### src/asp_pkg.sv
// Package of constants for the async serial port pin block
package asp_pkg;
  // Register byte offsets
  localparam logic [3:0] ASP_CTRL_OFF = 4'h0;
  localparam logic [3:0] ASP_STAT_OFF = 4'h4;
  localparam logic [3:0] ASP_TXD_OFF = 4'h8;
  localparam logic [3:0] ASP_RXD_OFF = 4'hC;
  // Control field positions
  localparam int ASP_CTRL_TXEN = 0;
  localparam int ASP_CTRL_RXEN = 1;
  localparam int ASP_CTRL_LOOP = 2;
  localparam int ASP_CTRL_AUTOCTS = 3;
  localparam int ASP_CTRL_AUTORTS = 4;
  localparam int ASP_CTRL_RTSMAN = 5;
  localparam int ASP_CTRL_CLKSTOP = 6;
  localparam int ASP_CTRL_W = 7;
  // Status field positions
  localparam int ASP_STAT_TXRDY = 0;
  localparam int ASP_STAT_RXAV = 1;
  localparam int ASP_STAT_TXBUSY = 2;
  localparam int ASP_STAT_CTS = 3;
  localparam int ASP_STAT_RTS = 4;
  localparam int ASP_STAT_CLKRUN = 5;
  localparam int ASP_STAT_FRERR = 6;
  localparam int ASP_STAT_OVR = 7;
  // Reset values
  localparam logic [6:0] ASP_CTRL_RST = 7'h00;
  localparam logic [15:0] ASP_DIV_RST = 16'h0036;
  // Timing: default baud and the derived divider
  localparam int ASP_CLK_HZ = 100_000_000;
  localparam int ASP_BAUD = 115_200;
  localparam int ASP_OVS = 16;
  localparam int ASP_DIV_CYC = ASP_CLK_HZ / (ASP_BAUD * ASP_OVS);
  localparam int ASP_DATA_W = 8;
  localparam int ASP_RXQ_DEPTH = 2;
endpackage : asp_pkg

### src/asp_stream_if.sv
// Byte stream interface between the port modules
`timescale 1ns/1ps
interface asp_stream_if #(parameter int W = 8);
  logic valid;
  logic ready;
  logic [W-1:0] data;
  modport src (output valid, output data, input ready);
  modport snk (input valid, input data, output ready);
endinterface : asp_stream_if

### src/asp_rx_queue.sv
// Two-entry receive queue with valid and ready on both sides
`timescale 1ns/1ps
module asp_rx_queue
  import asp_pkg::*;
#(
  parameter int W = ASP_DATA_W
)(
  input wire logic clk_i, // System clock
  input wire logic rst_i, // Sync reset
  asp_stream_if.snk in_s, // Fill side
  asp_stream_if.src out_s, // Drain side
  output logic [1:0] level_o // Entries held
);
  typedef struct packed {
    logic [1:0][W-1:0] mem;
    logic [1:0] cnt;
  } asp_q_type;
  asp_q_type st_ff;
  asp_q_type nxt_st;
  logic push;
  logic pop;
  // Handshakes
  assign in_s.ready = (st_ff.cnt != 2'd2);
  assign out_s.valid = (st_ff.cnt != 2'd0);
  assign out_s.data = st_ff.mem[0];
  assign level_o = st_ff.cnt;
  assign push = in_s.valid && in_s.ready;
  assign pop = out_s.valid && out_s.ready;
  // Shift-style storage, head at entry zero
  always_comb
  begin
    nxt_st = st_ff;
    if (pop)
    begin
      nxt_st.mem[0] = st_ff.mem[1];
    end
    if (push)
    begin
      if (pop)
        nxt_st.mem[st_ff.cnt - 2'd1] = in_s.data;
      else
        nxt_st.mem[st_ff.cnt[0]] = in_s.data;
    end
    nxt_st.cnt = st_ff.cnt + {1'b0, push} - {1'b0, pop};
  end
  // State register
  always_ff @(posedge clk_i)
  begin
    if (rst_i)
      st_ff <= '0;
    else
      st_ff <= nxt_st;
  end
endmodule : asp_rx_queue

### src/asp_rx_frame.sv
// Receive deframer, LSB first, sampled mid-bit
`timescale 1ns/1ps
module asp_rx_frame
  import asp_pkg::*;
(
  input wire logic clk_i, // System clock
  input wire logic rst_i, // Sync reset
  input wire logic tick_i, // Oversample enable
  input wire logic en_i, // Receiver enable
  input wire logic rx_i, // Serial input
  asp_stream_if.src out_s, // Received bytes
  output logic frerr_o // Stop bit low, pulse
);
  typedef enum logic [1:0] {RX_IDLE, RX_START, RX_DATA, RX_STOP} asp_rxs_type;
  typedef struct packed {
    asp_rxs_type fsm;
    logic [3:0] ph;
    logic [2:0] bitn;
    logic [ASP_DATA_W-1:0] sh;
    logic vld;
    logic ferr;
  } asp_rx_type;
  asp_rx_type st_ff;
  asp_rx_type nxt_st;
  assign out_s.valid = st_ff.vld;
  assign out_s.data = st_ff.sh;
  assign frerr_o = st_ff.ferr;
  // Frame sequencer
  always_comb
  begin
    nxt_st = st_ff;
    nxt_st.ferr = 1'b0;
    if (out_s.ready)
      nxt_st.vld = 1'b0;
    if (tick_i && en_i)
    begin
      nxt_st.ph = st_ff.ph + 4'd1;
      unique case (st_ff.fsm)
        RX_IDLE:
        begin
          nxt_st.ph = 4'd0;
          // Hold off a new frame while the last byte is still unclaimed
          if (!rx_i && !st_ff.vld)
            nxt_st.fsm = RX_START;
        end
        RX_START:
          if (st_ff.ph == 4'd7)
          begin
            nxt_st.ph = 4'd0;
            nxt_st.fsm = rx_i ? RX_IDLE : RX_DATA;
            nxt_st.bitn = 3'd0;
          end
        RX_DATA:
          if (st_ff.ph == 4'd15)
          begin
            nxt_st.sh = {rx_i, st_ff.sh[ASP_DATA_W-1:1]};
            nxt_st.bitn = st_ff.bitn + 3'd1;
            if (st_ff.bitn == 3'd7)
              nxt_st.fsm = RX_STOP;
          end
        RX_STOP:
          if (st_ff.ph == 4'd15)
          begin
            nxt_st.fsm = RX_IDLE;
            if (rx_i)
              nxt_st.vld = 1'b1;
            else
              nxt_st.ferr = 1'b1;
          end
      endcase
    end
    if (!en_i)
      nxt_st.fsm = RX_IDLE;
  end
  // State register
  always_ff @(posedge clk_i)
  begin
    if (rst_i)
      st_ff <= '{fsm: RX_IDLE, default: '0};
    else
      st_ff <= nxt_st;
  end
endmodule : asp_rx_frame

### src/asp_top.sv
// Async serial port pin logic with Wishbone register access
//
// Overview of operation
// - Transmit line high when disabled, idle, looped
// - Transmit LSB first, change on falling tick
// - Receive bits assembled LSB first
// - Any receive-line transition restarts stopped clock
// - Clear-to-send asserted permits starting transmission
// - Request-to-send driven by hardware, or by the manual RTSMAN bit
// - Request-to-send follows receive queue fill level
//
// Implementation choices: the Wishbone slave port and the address map.
`timescale 1ns/1ps
module asp_top
  import asp_pkg::*;
#(
  parameter logic [15:0] DIV_CYC = 16'(ASP_DIV_CYC)
)(
  input wire logic clk_i, // System clock
  input wire logic rst_i, // Sync reset, active high
  input wire logic [3:0] wb_adr_i, // Byte address
  input wire logic [31:0] wb_dat_i, // Write data
  output logic [31:0] wb_dat_o, // Read data
  input wire logic wb_we_i, // Write enable
  input wire logic [3:0] wb_sel_i, // Byte lanes
  input wire logic wb_stb_i, // Strobe
  input wire logic wb_cyc_i, // Cycle
  output logic wb_ack_o, // Acknowledge
  output logic serial_tx_out_o, // Serial data out
  input wire logic serial_rx_in_i, // Serial data in
  input wire logic clear_to_send_in_n_i, // Permit to send, low active
  output logic request_to_send_out_n_o // Ready to receive, low active
);
  typedef enum logic [1:0] {TX_IDLE, TX_START, TX_DATA, TX_STOP} asp_txs_type;
  typedef struct packed {
    logic [ASP_CTRL_W-1:0] ctrl;
    logic [15:0] div_cnt;
    logic [3:0] fall_cnt;
    logic clk_run;
    logic rx_prev;
    asp_txs_type tx_fsm;
    logic [2:0] tx_bit;
    logic [ASP_DATA_W-1:0] tx_sh;
    logic [ASP_DATA_W-1:0] tx_hold;
    logic tx_full;
    logic tx_line;
    logic rts_n;
    logic frerr;
    logic ovr;
    logic ack;
    logic [31:0] rdat;
  } asp_top_type;
  asp_top_type st_ff;
  asp_top_type nxt_st;
  logic tick;
  logic bit_fall;
  logic cts;
  logic loop_rx;
  logic rx_frerr;
  logic [1:0] q_level;
  logic req;
  logic [ASP_DATA_W-1:0] rxd_pop;
  asp_stream_if #(.W(ASP_DATA_W)) fr_s ();
  asp_stream_if #(.W(ASP_DATA_W)) q_s ();

  // Receive path: deframer feeds the two-entry queue
  assign loop_rx = st_ff.ctrl[ASP_CTRL_LOOP] ? st_ff.tx_line : serial_rx_in_i;
  asp_rx_frame u_rx (
    .clk_i(clk_i),
    .rst_i(rst_i),
    .tick_i(tick),
    .en_i(st_ff.ctrl[ASP_CTRL_RXEN]),
    .rx_i(loop_rx),
    .out_s(fr_s.src),
    .frerr_o(rx_frerr)
  );
  asp_rx_queue #(.W(ASP_DATA_W)) u_q (
    .clk_i(clk_i),
    .rst_i(rst_i),
    .in_s(fr_s.snk),
    .out_s(q_s.src),
    .level_o(q_level)
  );

  // Oversample tick, gated by the port clock run state
  assign tick = st_ff.clk_run && (st_ff.div_cnt == 16'd0);
  // Bit boundary is the falling edge of the bit clock
  assign bit_fall = tick && (st_ff.fall_cnt == 4'd15);
  assign cts = !clear_to_send_in_n_i;
  assign req = wb_cyc_i && wb_stb_i && !st_ff.ack;
  assign q_s.ready = req && !wb_we_i && (wb_adr_i == ASP_RXD_OFF);
  assign rxd_pop = q_s.valid ? q_s.data : '0;

  // Outputs from flip-flops
  assign serial_tx_out_o = st_ff.tx_line;
  assign request_to_send_out_n_o = st_ff.rts_n;
  assign wb_ack_o = st_ff.ack;
  assign wb_dat_o = st_ff.rdat;

  // Next-state logic for bus, clocking, transmitter and handshakes
  always_comb
  begin
    nxt_st = st_ff;
    nxt_st.ack = req;
    nxt_st.rdat = '0;
    // Bit clock divider
    if (st_ff.clk_run)
    begin
      nxt_st.div_cnt = (st_ff.div_cnt == 16'd0) ? DIV_CYC - 16'd1 : st_ff.div_cnt - 16'd1;
      if (tick)
        nxt_st.fall_cnt = st_ff.fall_cnt + 4'd1;
    end
    // Clock stop request, wake on receive activity
    nxt_st.rx_prev = serial_rx_in_i;
    if (st_ff.ctrl[ASP_CTRL_CLKSTOP])
      nxt_st.clk_run = 1'b0;
    if (serial_rx_in_i != st_ff.rx_prev)
    begin
      nxt_st.clk_run = 1'b1;
      nxt_st.ctrl[ASP_CTRL_CLKSTOP] = 1'b0;
    end
    if (!st_ff.ctrl[ASP_CTRL_CLKSTOP] && !st_ff.clk_run)
      nxt_st.clk_run = 1'b1;
    // Transmitter sequencer
    if (bit_fall && st_ff.ctrl[ASP_CTRL_TXEN])
    begin
      unique case (st_ff.tx_fsm)
        TX_IDLE:
          if (st_ff.tx_full && (cts || !st_ff.ctrl[ASP_CTRL_AUTOCTS]))
          begin
            nxt_st.tx_sh = st_ff.tx_hold;
            nxt_st.tx_full = 1'b0;
            nxt_st.tx_fsm = TX_START;
          end
        TX_START:
        begin
          nxt_st.tx_bit = 3'd0;
          nxt_st.tx_fsm = TX_DATA;
        end
        TX_DATA:
        begin
          nxt_st.tx_sh = {1'b0, st_ff.tx_sh[ASP_DATA_W-1:1]};
          nxt_st.tx_bit = st_ff.tx_bit + 3'd1;
          if (st_ff.tx_bit == 3'd7)
            nxt_st.tx_fsm = TX_STOP;
        end
        TX_STOP:
          nxt_st.tx_fsm = TX_IDLE;
      endcase
    end
    if (!st_ff.ctrl[ASP_CTRL_TXEN])
      nxt_st.tx_fsm = TX_IDLE;
    // Line level: mark unless framing a character
    unique case (nxt_st.tx_fsm)
      TX_START: nxt_st.tx_line = 1'b0;
      TX_DATA: nxt_st.tx_line = nxt_st.tx_sh[0];
      default: nxt_st.tx_line = 1'b1;
    endcase
    if (st_ff.ctrl[ASP_CTRL_LOOP] || !st_ff.ctrl[ASP_CTRL_TXEN])
      nxt_st.tx_line = 1'b1;
    // Request-to-send from queue fill or manual bit
    if (st_ff.ctrl[ASP_CTRL_AUTORTS])
      nxt_st.rts_n = (q_level == 2'd2);
    else
      nxt_st.rts_n = !st_ff.ctrl[ASP_CTRL_RTSMAN];
    // Bus access
    if (req)
    begin
      unique case (wb_adr_i)
        ASP_CTRL_OFF:
        begin
          if (wb_we_i && wb_sel_i[0])
            nxt_st.ctrl = wb_dat_i[ASP_CTRL_W-1:0];
          nxt_st.rdat = {25'd0, st_ff.ctrl};
        end
        ASP_STAT_OFF:
        begin
          nxt_st.rdat[ASP_STAT_TXRDY] = !st_ff.tx_full;
          nxt_st.rdat[ASP_STAT_RXAV] = q_s.valid;
          nxt_st.rdat[ASP_STAT_TXBUSY] = (st_ff.tx_fsm != TX_IDLE);
          nxt_st.rdat[ASP_STAT_CTS] = cts;
          nxt_st.rdat[ASP_STAT_RTS] = !st_ff.rts_n;
          nxt_st.rdat[ASP_STAT_CLKRUN] = st_ff.clk_run;
          nxt_st.rdat[ASP_STAT_FRERR] = st_ff.frerr;
          nxt_st.rdat[ASP_STAT_OVR] = st_ff.ovr;
          if (wb_we_i && wb_sel_i[0])
          begin
            if (wb_dat_i[ASP_STAT_FRERR])
              nxt_st.frerr = 1'b0;
            if (wb_dat_i[ASP_STAT_OVR])
              nxt_st.ovr = 1'b0;
          end
        end
        ASP_TXD_OFF:
          if (wb_we_i && wb_sel_i[0])
          begin
            if (st_ff.tx_full)
              nxt_st.ovr = 1'b1;
            else
            begin
              nxt_st.tx_hold = wb_dat_i[ASP_DATA_W-1:0];
              nxt_st.tx_full = 1'b1;
            end
          end
        ASP_RXD_OFF:
          nxt_st.rdat = {24'd0, rxd_pop};
        default: nxt_st.rdat = '0;
      endcase
    end
    // Hardware sets win over software clears
    if (rx_frerr)
      nxt_st.frerr = 1'b1;
    if (fr_s.valid && !fr_s.ready && rx_frerr)
      nxt_st.ovr = 1'b1;
  end

  // State register
  always_ff @(posedge clk_i)
  begin
    if (rst_i)
      st_ff <= '{ctrl: ASP_CTRL_RST, clk_run: 1'b1, rx_prev: 1'b1, tx_fsm: TX_IDLE,
                 tx_line: 1'b1, rts_n: 1'b1, default: '0};
    else
      st_ff <= nxt_st;
  end
endmodule : asp_top

### config.mk
export PLATFORM = sky130hd
export DESIGN_NAME = asp_top
export DESIGN_NICKNAME = d
export VERILOG_FILES = /design/src/asp_pkg.sv /design/src/asp_stream_if.sv /design/src/asp_rx_queue.sv /design/src/asp_rx_frame.sv /design/src/asp_top.sv
export SDC_FILE = /design/constraint.sdc
export NUM_CORES = 1
export LEC_CHECK = 0
export BUFFER_PORTS_ARGS = -buffer_cell sky130_fd_sc_hd__buf_2
export CORE_ASPECT_RATIO = 1.5
export CORE_MARGIN = 5
export CORE_UTILIZATION = 25
export CTS_BUF_LIST = sky130_fd_sc_hd__clkbuf_8
export DETAILED_ROUTE_END_ITERATION = 16
export PLACE_DENSITY = 0.47
export SLEW_MARGIN = 20
export SYNTH_ARGS = -nofsm -noshare
export SYNTH_HDL_FRONTEND = slang
export SYNTH_SLANG_ARGS = --single-unit
export TNS_END_PERCENT = 50
### constraint.sdc
create_clock -name clk_i -period 4.1 [get_ports clk_i]
set_clock_uncertainty 0.05 [all_clocks]
set_input_delay 0.205 -clock clk_i [delete_from_list [all_inputs] [get_ports clk_i]]
set_output_delay 0.205 -clock clk_i [all_outputs]
set_load 0.05 [all_outputs]
After elaboration in Yosys (flattened, before gate mapping)
Cells that the tools add are included.
{"block": "classes", "n_addsub": 8, "magnitude_cmp": 4, "eq_ne": 29, "mux": 60, "bitwise_logic": 6, "n_reduce_logical": 63}
{"op": "2-to-1 mux 8 bit", "n": 6}
{"op": "bitwise mux 16 bit", "n": 2}
{"op": "2-to-1 mux 16 bit", "n": 2}
{"op": "2-to-1 mux 2 bit", "n": 13}
{"op": "case mux 8 bit (3 select lines)", "n": 1}
{"op": "2-to-1 mux 7 bit", "n": 3}
{"op": "2-to-1 mux 1 bit", "n": 20}
{"op": "nonzero test 2 bit", "n": 10}
{"op": "logical AND 1 bit", "n": 18}
{"op": "demux 8 bit (select 1 bit)", "n": 2}
{"op": "== test 4 bit, second input constant", "n": 4}
{"op": "zero test 16 bit", "n": 1}
{"op": "case mux 2 bit (4 select lines)", "n": 2}
{"op": "case mux 8 bit (2 select lines)", "n": 1}
{"op": "subtractor 16 x 1 -> 16 bit, second input constant", "n": 1}
{"op": "zero test 1 bit", "n": 13}
{"op": "2-to-1 mux 13 bit", "n": 1}
{"op": "== test 2 bit, second input constant", "n": 6}
{"op": "inequality test 3 bit, second input constant", "n": 4}
{"op": "case mux 3 bit (2 select lines)", "n": 2}
{"op": "AND reduction 4 bit", "n": 3}
{"op": "AND reduction 6 bit", "n": 2}
{"op": "2-to-1 mux 11 bit", "n": 1}
{"op": "inequality test 2 x 1 -> 1 bit, second input constant", "n": 5}
{"op": "27 further kinds", "n": 47}
{"block": "totals", "reg_bits": 125, "inputBits": 47, "wordCells": 198}

Depth between registers and ports, before layout
Gate-level depths: netlist of the first run.
{"block": "depth", "ltp_word": 10, "depth_mapped": 11}

Modules after synthesis
Synthesis of the first run repeated with hierarchy kept, for this count alone.
{"block": "unflattened", "cells_unflattened": 573, "hier_area_um2": 5149.9}
{"module": "asp_top", "instances": 1, "cells_each": 363, "area_per_inst_um2": 3295.7, "seq_area_each_um2": 1281.2}
{"module": "asp_rx_queue", "instances": 1, "cells_each": 103, "area_per_inst_um2": 928.4, "seq_area_each_um2": 360.3}
{"module": "asp_rx_frame", "instances": 1, "cells_each": 107, "area_per_inst_um2": 925.9, "seq_area_each_um2": 380.4}

Worst setup path before layout of the first run
Ideal clock, no wire load.
{"block": "synth_path", "path_type": "register to register", "start": "register st_ff[75] in the netlist's numbering", "end": "register st_ff, in the netlist serial_tx_out_o", "setup_ns": 0.122, "t_arrival_ns": 3.048, "required_ns": 3.928, "setup_slack_ns": 0.880, "path_stages_with_launch": 12, "path_buffers": 4, "period_less_slack_ns": 3.220, "path_cell_list": "dfxtp_1 -> buf_6 -> or4_4 -> buf_6 -> or4_1 -> buf_2 -> buf_2 -> o21ai_0 -> a21boi_0 -> ha_1 -> or3_1 -> a311o_1"}
{"item": "start: declaration", "line": "asp_top.sv:53", "source": "asp_top_type st_ff;"}
{"item": "start signal: assignment", "line": "asp_top.sv:221", "source": "st_ff <= '{ctrl: ASP_CTRL_RST, clk_run: 1'b1, rx_prev: 1'b1, tx_fsm: TX_IDLE,"}
{"item": "start signal: assignment", "line": "asp_top.sv:224", "source": "st_ff <= nxt_st;"}

==> results of run 1 <==
-- cell families after synthesis --
group,after synthesis,share of synthesized area (%)
compound gates,103,13.5
simple gates,191,20.7
buf+inv,79,8.87
xor+xnor,14,2.43
other cells,1,0.0745
mux,54,11.0
flops,101,40.1
fa+ha+maj,13,3.23
-- metal layers --
layer	track usage, %	share of wire (%)	up-vias
li1	-	-	1969
met1	12.1	43	1877
met2	18.2	50	85
met3	2.21	4.2	16
met4	5.41	3.4	0
met5	0	0	-
-- area by class of cell --
cell class              instances  share of cell area (%)
multi-input cells             399                    48.9
flip-flops and latches        101                    37.0
well taps                     260                    5.96
repair buffers                 36                    3.57
clock buffers                  11                    2.77
inverters                      18                    1.24
clock inverters                 4                   0.596
-- cell usage in the layout (no fill, tap or decap), types with 3 or more instances in the layout --
master	synthesis	layout
o31ai_1	13	13
o211ai_1	3	3
nor2_1	66	66
or4_4	4	4
a22oi_1	7	7
inv_1	17	17
dfxtp_1	101	101
nor2b_1	4	4
xnor2_1	7	7
o21ai_0	10	10
conb_1	1	24
a211oi_1	11	11
buf_2	3	30
a32oi_1	7	7
nand3_1	14	14
a21oi_1	36	36
and2_1	3	3
nor4_1	4	3
or4_1	9	9
nand4_1	11	11
clkbuf_8	0	11
ha_1	13	13
nand3b_1	11	11
nand2_1	28	28
xor2_1	7	7
or3_1	6	6
mux2_2	12	12
mux2i_1	42	42
nand2b_1	3	3
buf_4	33	6
a21o_1	3	3
nor3_1	9	9
-- sequential cells by signal, summed over array words and instances, names as in the netlist, named ones only --
register                 flops
st_ff                       53
u_q.out_s.data               8
u_q.st_ff                    8
u_rx.out_s.data              8
u_rx.st_ff                   8
wb_dat_o                     8
u_q.level_o                  2
request_to_send_out_n_o      1
serial_tx_out_o              1
u_rx.frerr_o                 1
u_rx.out_s.valid             1
wb_ack_o                     1
-- worst max-delay path: cells and delay by family (launching register included) --
kind                     cells  cell delay, ns
AND/OR/NAND/NOR              3            1.43
AO/OA/AOI/OAI                3            0.67
adder cells (fa/ha/maj)      2            0.45
flip-flops                   1            0.37
buffers and inverters        1            0.09
-- path summary, 6_finish.rpt --
| kind | endpoint | depth (start not counted) | startpoint |
|---|---|---|---|
| max | serial_tx_out_o | 9 | st_ff[65] |
| min | st_ff[81] | 3 | wb_dat_i[0] |
| max reg2reg | serial_tx_out_o | 9 | st_ff[65] |
| min reg2reg | st_ff[60] | 1 | st_ff[87] |
-- report_power, final --
group          total [mW]  internal [mW]  switching (mW)
logic               0.674          0.249           0.425
clock network       0.608          0.254           0.353
registers            1.14           1.05          0.0867
-- metrics by stage --
stage                     instances  setup slack [ns]  cell area (sq um)  hold slack, ns  util [%]
after floorplan                 579             0.880               5120           0.259         -
after global placement          814              1.01               5270           0.390      26.6
after detailed placement        814             0.967               5270           0.394      26.6
after CTS                       829             0.943               5450          0.0163      27.6
after global routing            829             0.766               5460          0.0293      27.6
final                           829             0.941               5460          0.0356      27.6
==> flow_summary_export.csv, run 1 <==
group,metric,value,unit
outcome,status,"completed",
placed_design,routabilityCongestion,0.772,
cells_and_area,multiInputGateArea,0.00267,sq mm
clock_network,postCtsHoldBufs,0,
cells_and_area,drive_gt1_share,13.9,%
critical_path,crit_slowest_cell,"or4b_2",
grt,grt_antenna_before_repair,0,
sta,finalMaxSlewViolations,0,
power_and_ir_drop,power_density,443,mW/mm^2
floorplan,fp.coreArea,0.0198,sq mm
clock_network,cts_buffer_depth,2,
clock_network,clk_pin_slew,0.10,ns
synthesis,synth_area_leaders,"dfxtp_1, mux2i_1, buf_4",
sta,tns,0,ns
synthesis,synth_edf_count,0,
synthesis,synth.most_common_cell,"dfxtp_1",
floorplan,std_cell_rows,63,
synthesis,synth_seq_cells,101,
clock_network,cts_setup_buffers,0,
synthesis,synth_cell_type_count,58,
floorplan,die_w,126,um
sta,setup_viol,0,
grt,grt_pass1_wl,19700,um
grt,overflow,0,
critical_path,rrSetupSlack,0.94,ns
critical_path,cp.required,4.31,ns
placed_design,port_buffers,30,
hold_path,hold_path.class,"in -> reg",
synthesis,ys_seq_area_share,40.1,%
cells_and_area,regArea,0.00202,sq mm
cells_and_area,area_growth,8.47,%
sta,fmaxAchievable,317,MHz
synthesis,synthCells,556,
job,cap_violations,0,
sta,rsz0062_at_grt,"no",
floorplan,dieHeight,184,um
route,drt_pass1_iterations,5,
critical_path,path_cells,"inv_1, ha_1, or4b_2, or4_1, o21ai_0, a21boi_0, ha_1, or3_1, a311o_1",
critical_path,startpoint_type,"flip-flop",
grt,grt_max_degree,62,
clock_network,clkLatencyLatePin,0.37,ns
sta,maxSlewHeadroom,28.7,%
synthesis,syn_avg_cell_area,9.06,sq um
route,drt_iter0_drc,246,
clock_network,numClockSinks,101,
synthesis,async_flop_share,0,%
synthesis,netlist_area,0.00504,sq mm
cells_and_area,fillers,2100,
power_and_ir_drop,ir_worst_vdd,0.167,mV
critical_path,crit_path_frequent_cell,"ha_1",
synthesis,yosysTopAreaCell,"dfxtp_1",
route,wl,12100,um
clock_network,htreeDepth,3,
grt,grtUsageTotal,10.5,%
sta,finalCritPeriodShare,77.0,%
clock_network,cts_buffers,9,
floorplan,initial_core_util,25.5,%
critical_path,worstPathArrival,3.37,ns
sta,min_period,3.16,ns
grt,grt_pass1_vias,3882,
critical_path,critPathMaxStageDelay,0.64,ns
route,vias,3947,
synthesis,synth_top_area_share,40.1,%
sta,hold_violations,0,
clock_network,postCtsResizedCells,0,
sta,worst_pin_slew,1.07,ns
synthesis,synth_common_cells,"dfxtp_1, nor2_1, mux2i_1",
power_and_ir_drop,p_leak,1.94,nW
clock_network,cts_tree,"yes",
cells_and_area,fin_nets,625,
cells_and_area,diodes,0,
route,post_drt_wl_per_cell,14.6,um
synthesis,synth-main-ff-cell,"dfxtp_1",
power_and_ir_drop,total_power,2.42,mW
route,drc,0,
floorplan,die-area,0.0231,sq mm
critical_path,crit_type,"reg -> reg",
critical_path,critical_path_peak_fanout,5,
critical_path,setup.worst_path.end_class,"flip-flop",
floorplan,io_pins,82,
clock_network,ctsRootBufferMaster,"clkbuf_8",
route,via_per_inst,4.76,
placed_design,dpl.hpwl,8750,um
synthesis,yosysWarnings,0,
route,antenna_left,0,
Note: power is estimated with default switching activity, not from simulation.
==> run 2, diff against run 1 <==
- ABC_AREA: not set -> 1
- clock period: 4.1 -> 3.3 ns (I/O delays scaled with it)
==> flow_summary_export.csv, run 2 <==
group,metric,value,unit
sta,hold_violations,0,
hold_path,whs_endpoint,"st_ff[39]",
cells_and_area,diodes,0,
cells_and_area,fillers,2206,
sta,setup_viol,0,
clock_network,cts_tree,"yes",
cells_and_area,final_common_cell,"nand2_1",
critical_path,crit_type,"reg -> reg",
critical_path,setup.worst_path.end_class,"flip-flop",
hold_path,whs_path_depth,3,
floorplan,fp.coreArea,0.0197,sq mm
synthesis,ys_seq_area_share,40.7,%
clock_network,cts_buffer_depth,2,
cells_and_area,final_cell_mix,"nand2_1, dfxtp_1, nor2_1",
synthesis,async_flop_share,0,%
grt,grt_pass1_vias,3954,
critical_path,worstPathArrival,2.55,ns
sta,min_period,2.29,ns
route,drt_pass1_iterations,4,
clock_network,clkLatencyLatePin,0.38,ns
power_and_ir_drop,ir_worst_vdd,0.163,mV
critical_path,path_cells,"nor2_1, buf_4, nor3_4, nand2_2, inv_1, ha_1, inv_1, ha_1, xor2_1, o21ai_0, a21oi_1",
sta,maxSlewHeadroom,52.6,%
floorplan,initial_core_util,25.2,%
synthesis,synth_top_area_share,40.7,%
synthesis,synth_cell_type_count,44,
route,drc,0,
cells_and_area,drive_gt1_share,10.3,%
cells_and_area,area_growth,10.1,%
critical_path,rr_endpoint,"u_q.level_o[1]",
placed_design,port_buffers,30,
clock_network,ctsRootBufferMaster,"clkbuf_8",
synthesis,synth-main-ff-cell,"dfxtp_1",
floorplan,std_cell_rows,63,
power_and_ir_drop,p_leak,2.28,nW
floorplan,io_pins,82,
placed_design,routabilityCongestion,0.757,
floorplan,dieHeight,183,um
critical_path,crit_slowest_cell,"dfxtp_1",
synthesis,yosysWarnings,0,
synthesis,syn_avg_cell_area,7.31,sq um
clock_network,postCtsHoldBufs,7,
floorplan,die_w,125,um
clock_network,postCtsResizedCells,0,
grt,grtUsageTotal,10.4,%
synthesis,synth.most_common_cell,"nand2_1",
clock_network,cts_setup_buffers,0,
route,drt_iter0_drc,268,
clock_network,numClockSinks,101,
sta,tns,0,ns
synthesis,netlist_area,0.00497,sq mm
synthesis,synthCells,680,
grt,grt_pass1_wl,19600,um
sta,finalCritPeriodShare,69.4,%
critical_path,startpoint_type,"flip-flop",
outcome,status,"completed",
critical_path,rrSetupSlack,1.01,ns
sta,rsz0062_at_grt,"no",
critical_path,cp.required,3.56,ns
grt,grt_antenna_before_repair,1,
route,vias,4134,
placed_design,dpl.cell_count,946,
route,post_drt_wl_per_cell,12.1,um
critical_path,critical_path_peak_fanout,18,
hold_path,hold_start,"wb_dat_i[1]",
sta,finalMaxSlewViolations,0,
cells_and_area,final_cell_count_no_fill,968,
cells_and_area,top_register,"st_ff",
clock_network,htreeDepth,3,
route,via_per_inst,4.27,
hold_path,hold_path.class,"in -> reg",
cells_and_area,fin_nets,764,
sta,fmaxAchievable,437,MHz
clock_network,cts_buffers,9,
synthesis,synth_area_leaders,"dfxtp_1, nand2_1, nor2_1",
grt,overflow,0,
grt,grt_max_degree,60,
placed_design,dpl.hpwl,8790,um
route,wl,11700,um
critical_path,rr_worst_depth,11,
synthesis,synth_edf_count,0,
cells_and_area,largest_reg_flops,53,
critical_path,critPathMaxStageDelay,0.40,ns
job,cap_violations,0,
sta,worst_pin_slew,0.704,ns
power_and_ir_drop,power_density,535,mW/mm^2
critical_path,timing.rr.start,"u_q.level_o[0]",
synthesis,yosysTopAreaCell,"dfxtp_1",
clock_network,clk_pin_slew,0.11,ns
synthesis,synth_common_cells,"nand2_1, dfxtp_1, nor2_1",
route,antenna_left,0,
floorplan,die-area,0.0229,sq mm
synthesis,synth_seq_cells,101,
==> run 2: cell types whose count changed after synthesis, moves of 8 or more <==
| cell | delta |
|---|---|
| nand3b_1 | -8 |
| nand3_1 | +17 |
| mux2i_1 | -42 |
| nor2_1 | +26 |
| a31oi_1 | +14 |
| a21oi_1 | +9 |
| inv_1 | +51 |
| a211oi_1 | -10 |
| or4_1 | -9 |
| o21ai_0 | +45 |
| nand4_1 | -10 |
| nand2_1 | +105 |
| o31ai_1 | -13 |
| mux2_2 | -12 |
==> run 2: power breakdown <==
group | switching, mW | internal [mW] | leakage, nW
registers | 0.0824 | 1.31 | 0.817
logic | 0.521 | 0.263 | 1.37
clock network | 0.468 | 0.285 | 0.0922
==> run 2: cell families (layout without fill, tap and decap cells) <==
kind of cell,Yosys count,count (layout),share of synthesized area [%]
buf+inv,121,126,12.0
other cells,1,24,0.0754
simple gates,297,297,27.1
flops,101,101,40.7
compound gates,138,138,15.3
fa+ha+maj,13,13,3.27
xor+xnor,9,9,1.59
==> run 2: metrics by stage <==
stage                     cell area [sq um]  hold WS [ns]  setup slack, ns  power (mW)  util [%]
after detailed placement               5230         0.370             1.01        2.21      26.5
after floorplan                        5060         0.199            0.957        2.08         -
after global routing                   5480        0.0194            0.646        3.13      27.8
after global placement                 5230         0.366             1.03        2.20      26.5
after CTS                              5480       0.00587            0.987        2.98      27.8
final                                  5480        0.0275             1.01        2.93      27.8
==> run 2: per-layer routing <==
metal / GRT usage, % / up-vias / share of wire [%]
li1: - / 2197 / -
met5: 0 / - / 0.11
met3: 2.05 / 14 / 3.5
met1: 12.1 / 1861 / 43
met2: 18.8 / 60 / 51
met4: 4.12 / 2 / 1.9
==> run 2: worst max-delay path: cells and delay by family, from the launching register on <==
family          cells  cell delay (ns)
compound gates      2             0.23
buf+inv             3             0.35
fa+ha+maj           2             0.38
flops               1             0.40
xor+xnor            1             0.18
simple gates        3             0.65
==> run 2: area by class of cell <==
class	instances	area, sq um	area share (%)
Inverter	71	267	4.87
Sequential cell	101	2020	36.9
Clock buffer	9	124	2.26
Clock inverter	6	55.1	1.01
Timing Repair Buffer	40	243	4.43
Multi-Input combinational cell	481	2440	44.6
Tap cell	260	325	5.94
==> run 2: how the worst max path moves through the flow <==
stage	from	end	slack, ns	depth (start not counted)
floorplan	wb_ack_o	u_q.level_o[1]	0.96	11
finish	u_q.level_o[0]	u_q.level_o[1]	1.01	11
CTS	u_q.level_o[0]	u_q.level_o[1]	0.99	11
global placement	u_q.level_o[0]	u_q.level_o[1]	1.03	11
global route	u_q.level_o[0]	u_q.level_o[1]	0.65	11
detailed placement	wb_adr_i[1]	u_q.level_o[1]	1.01	12
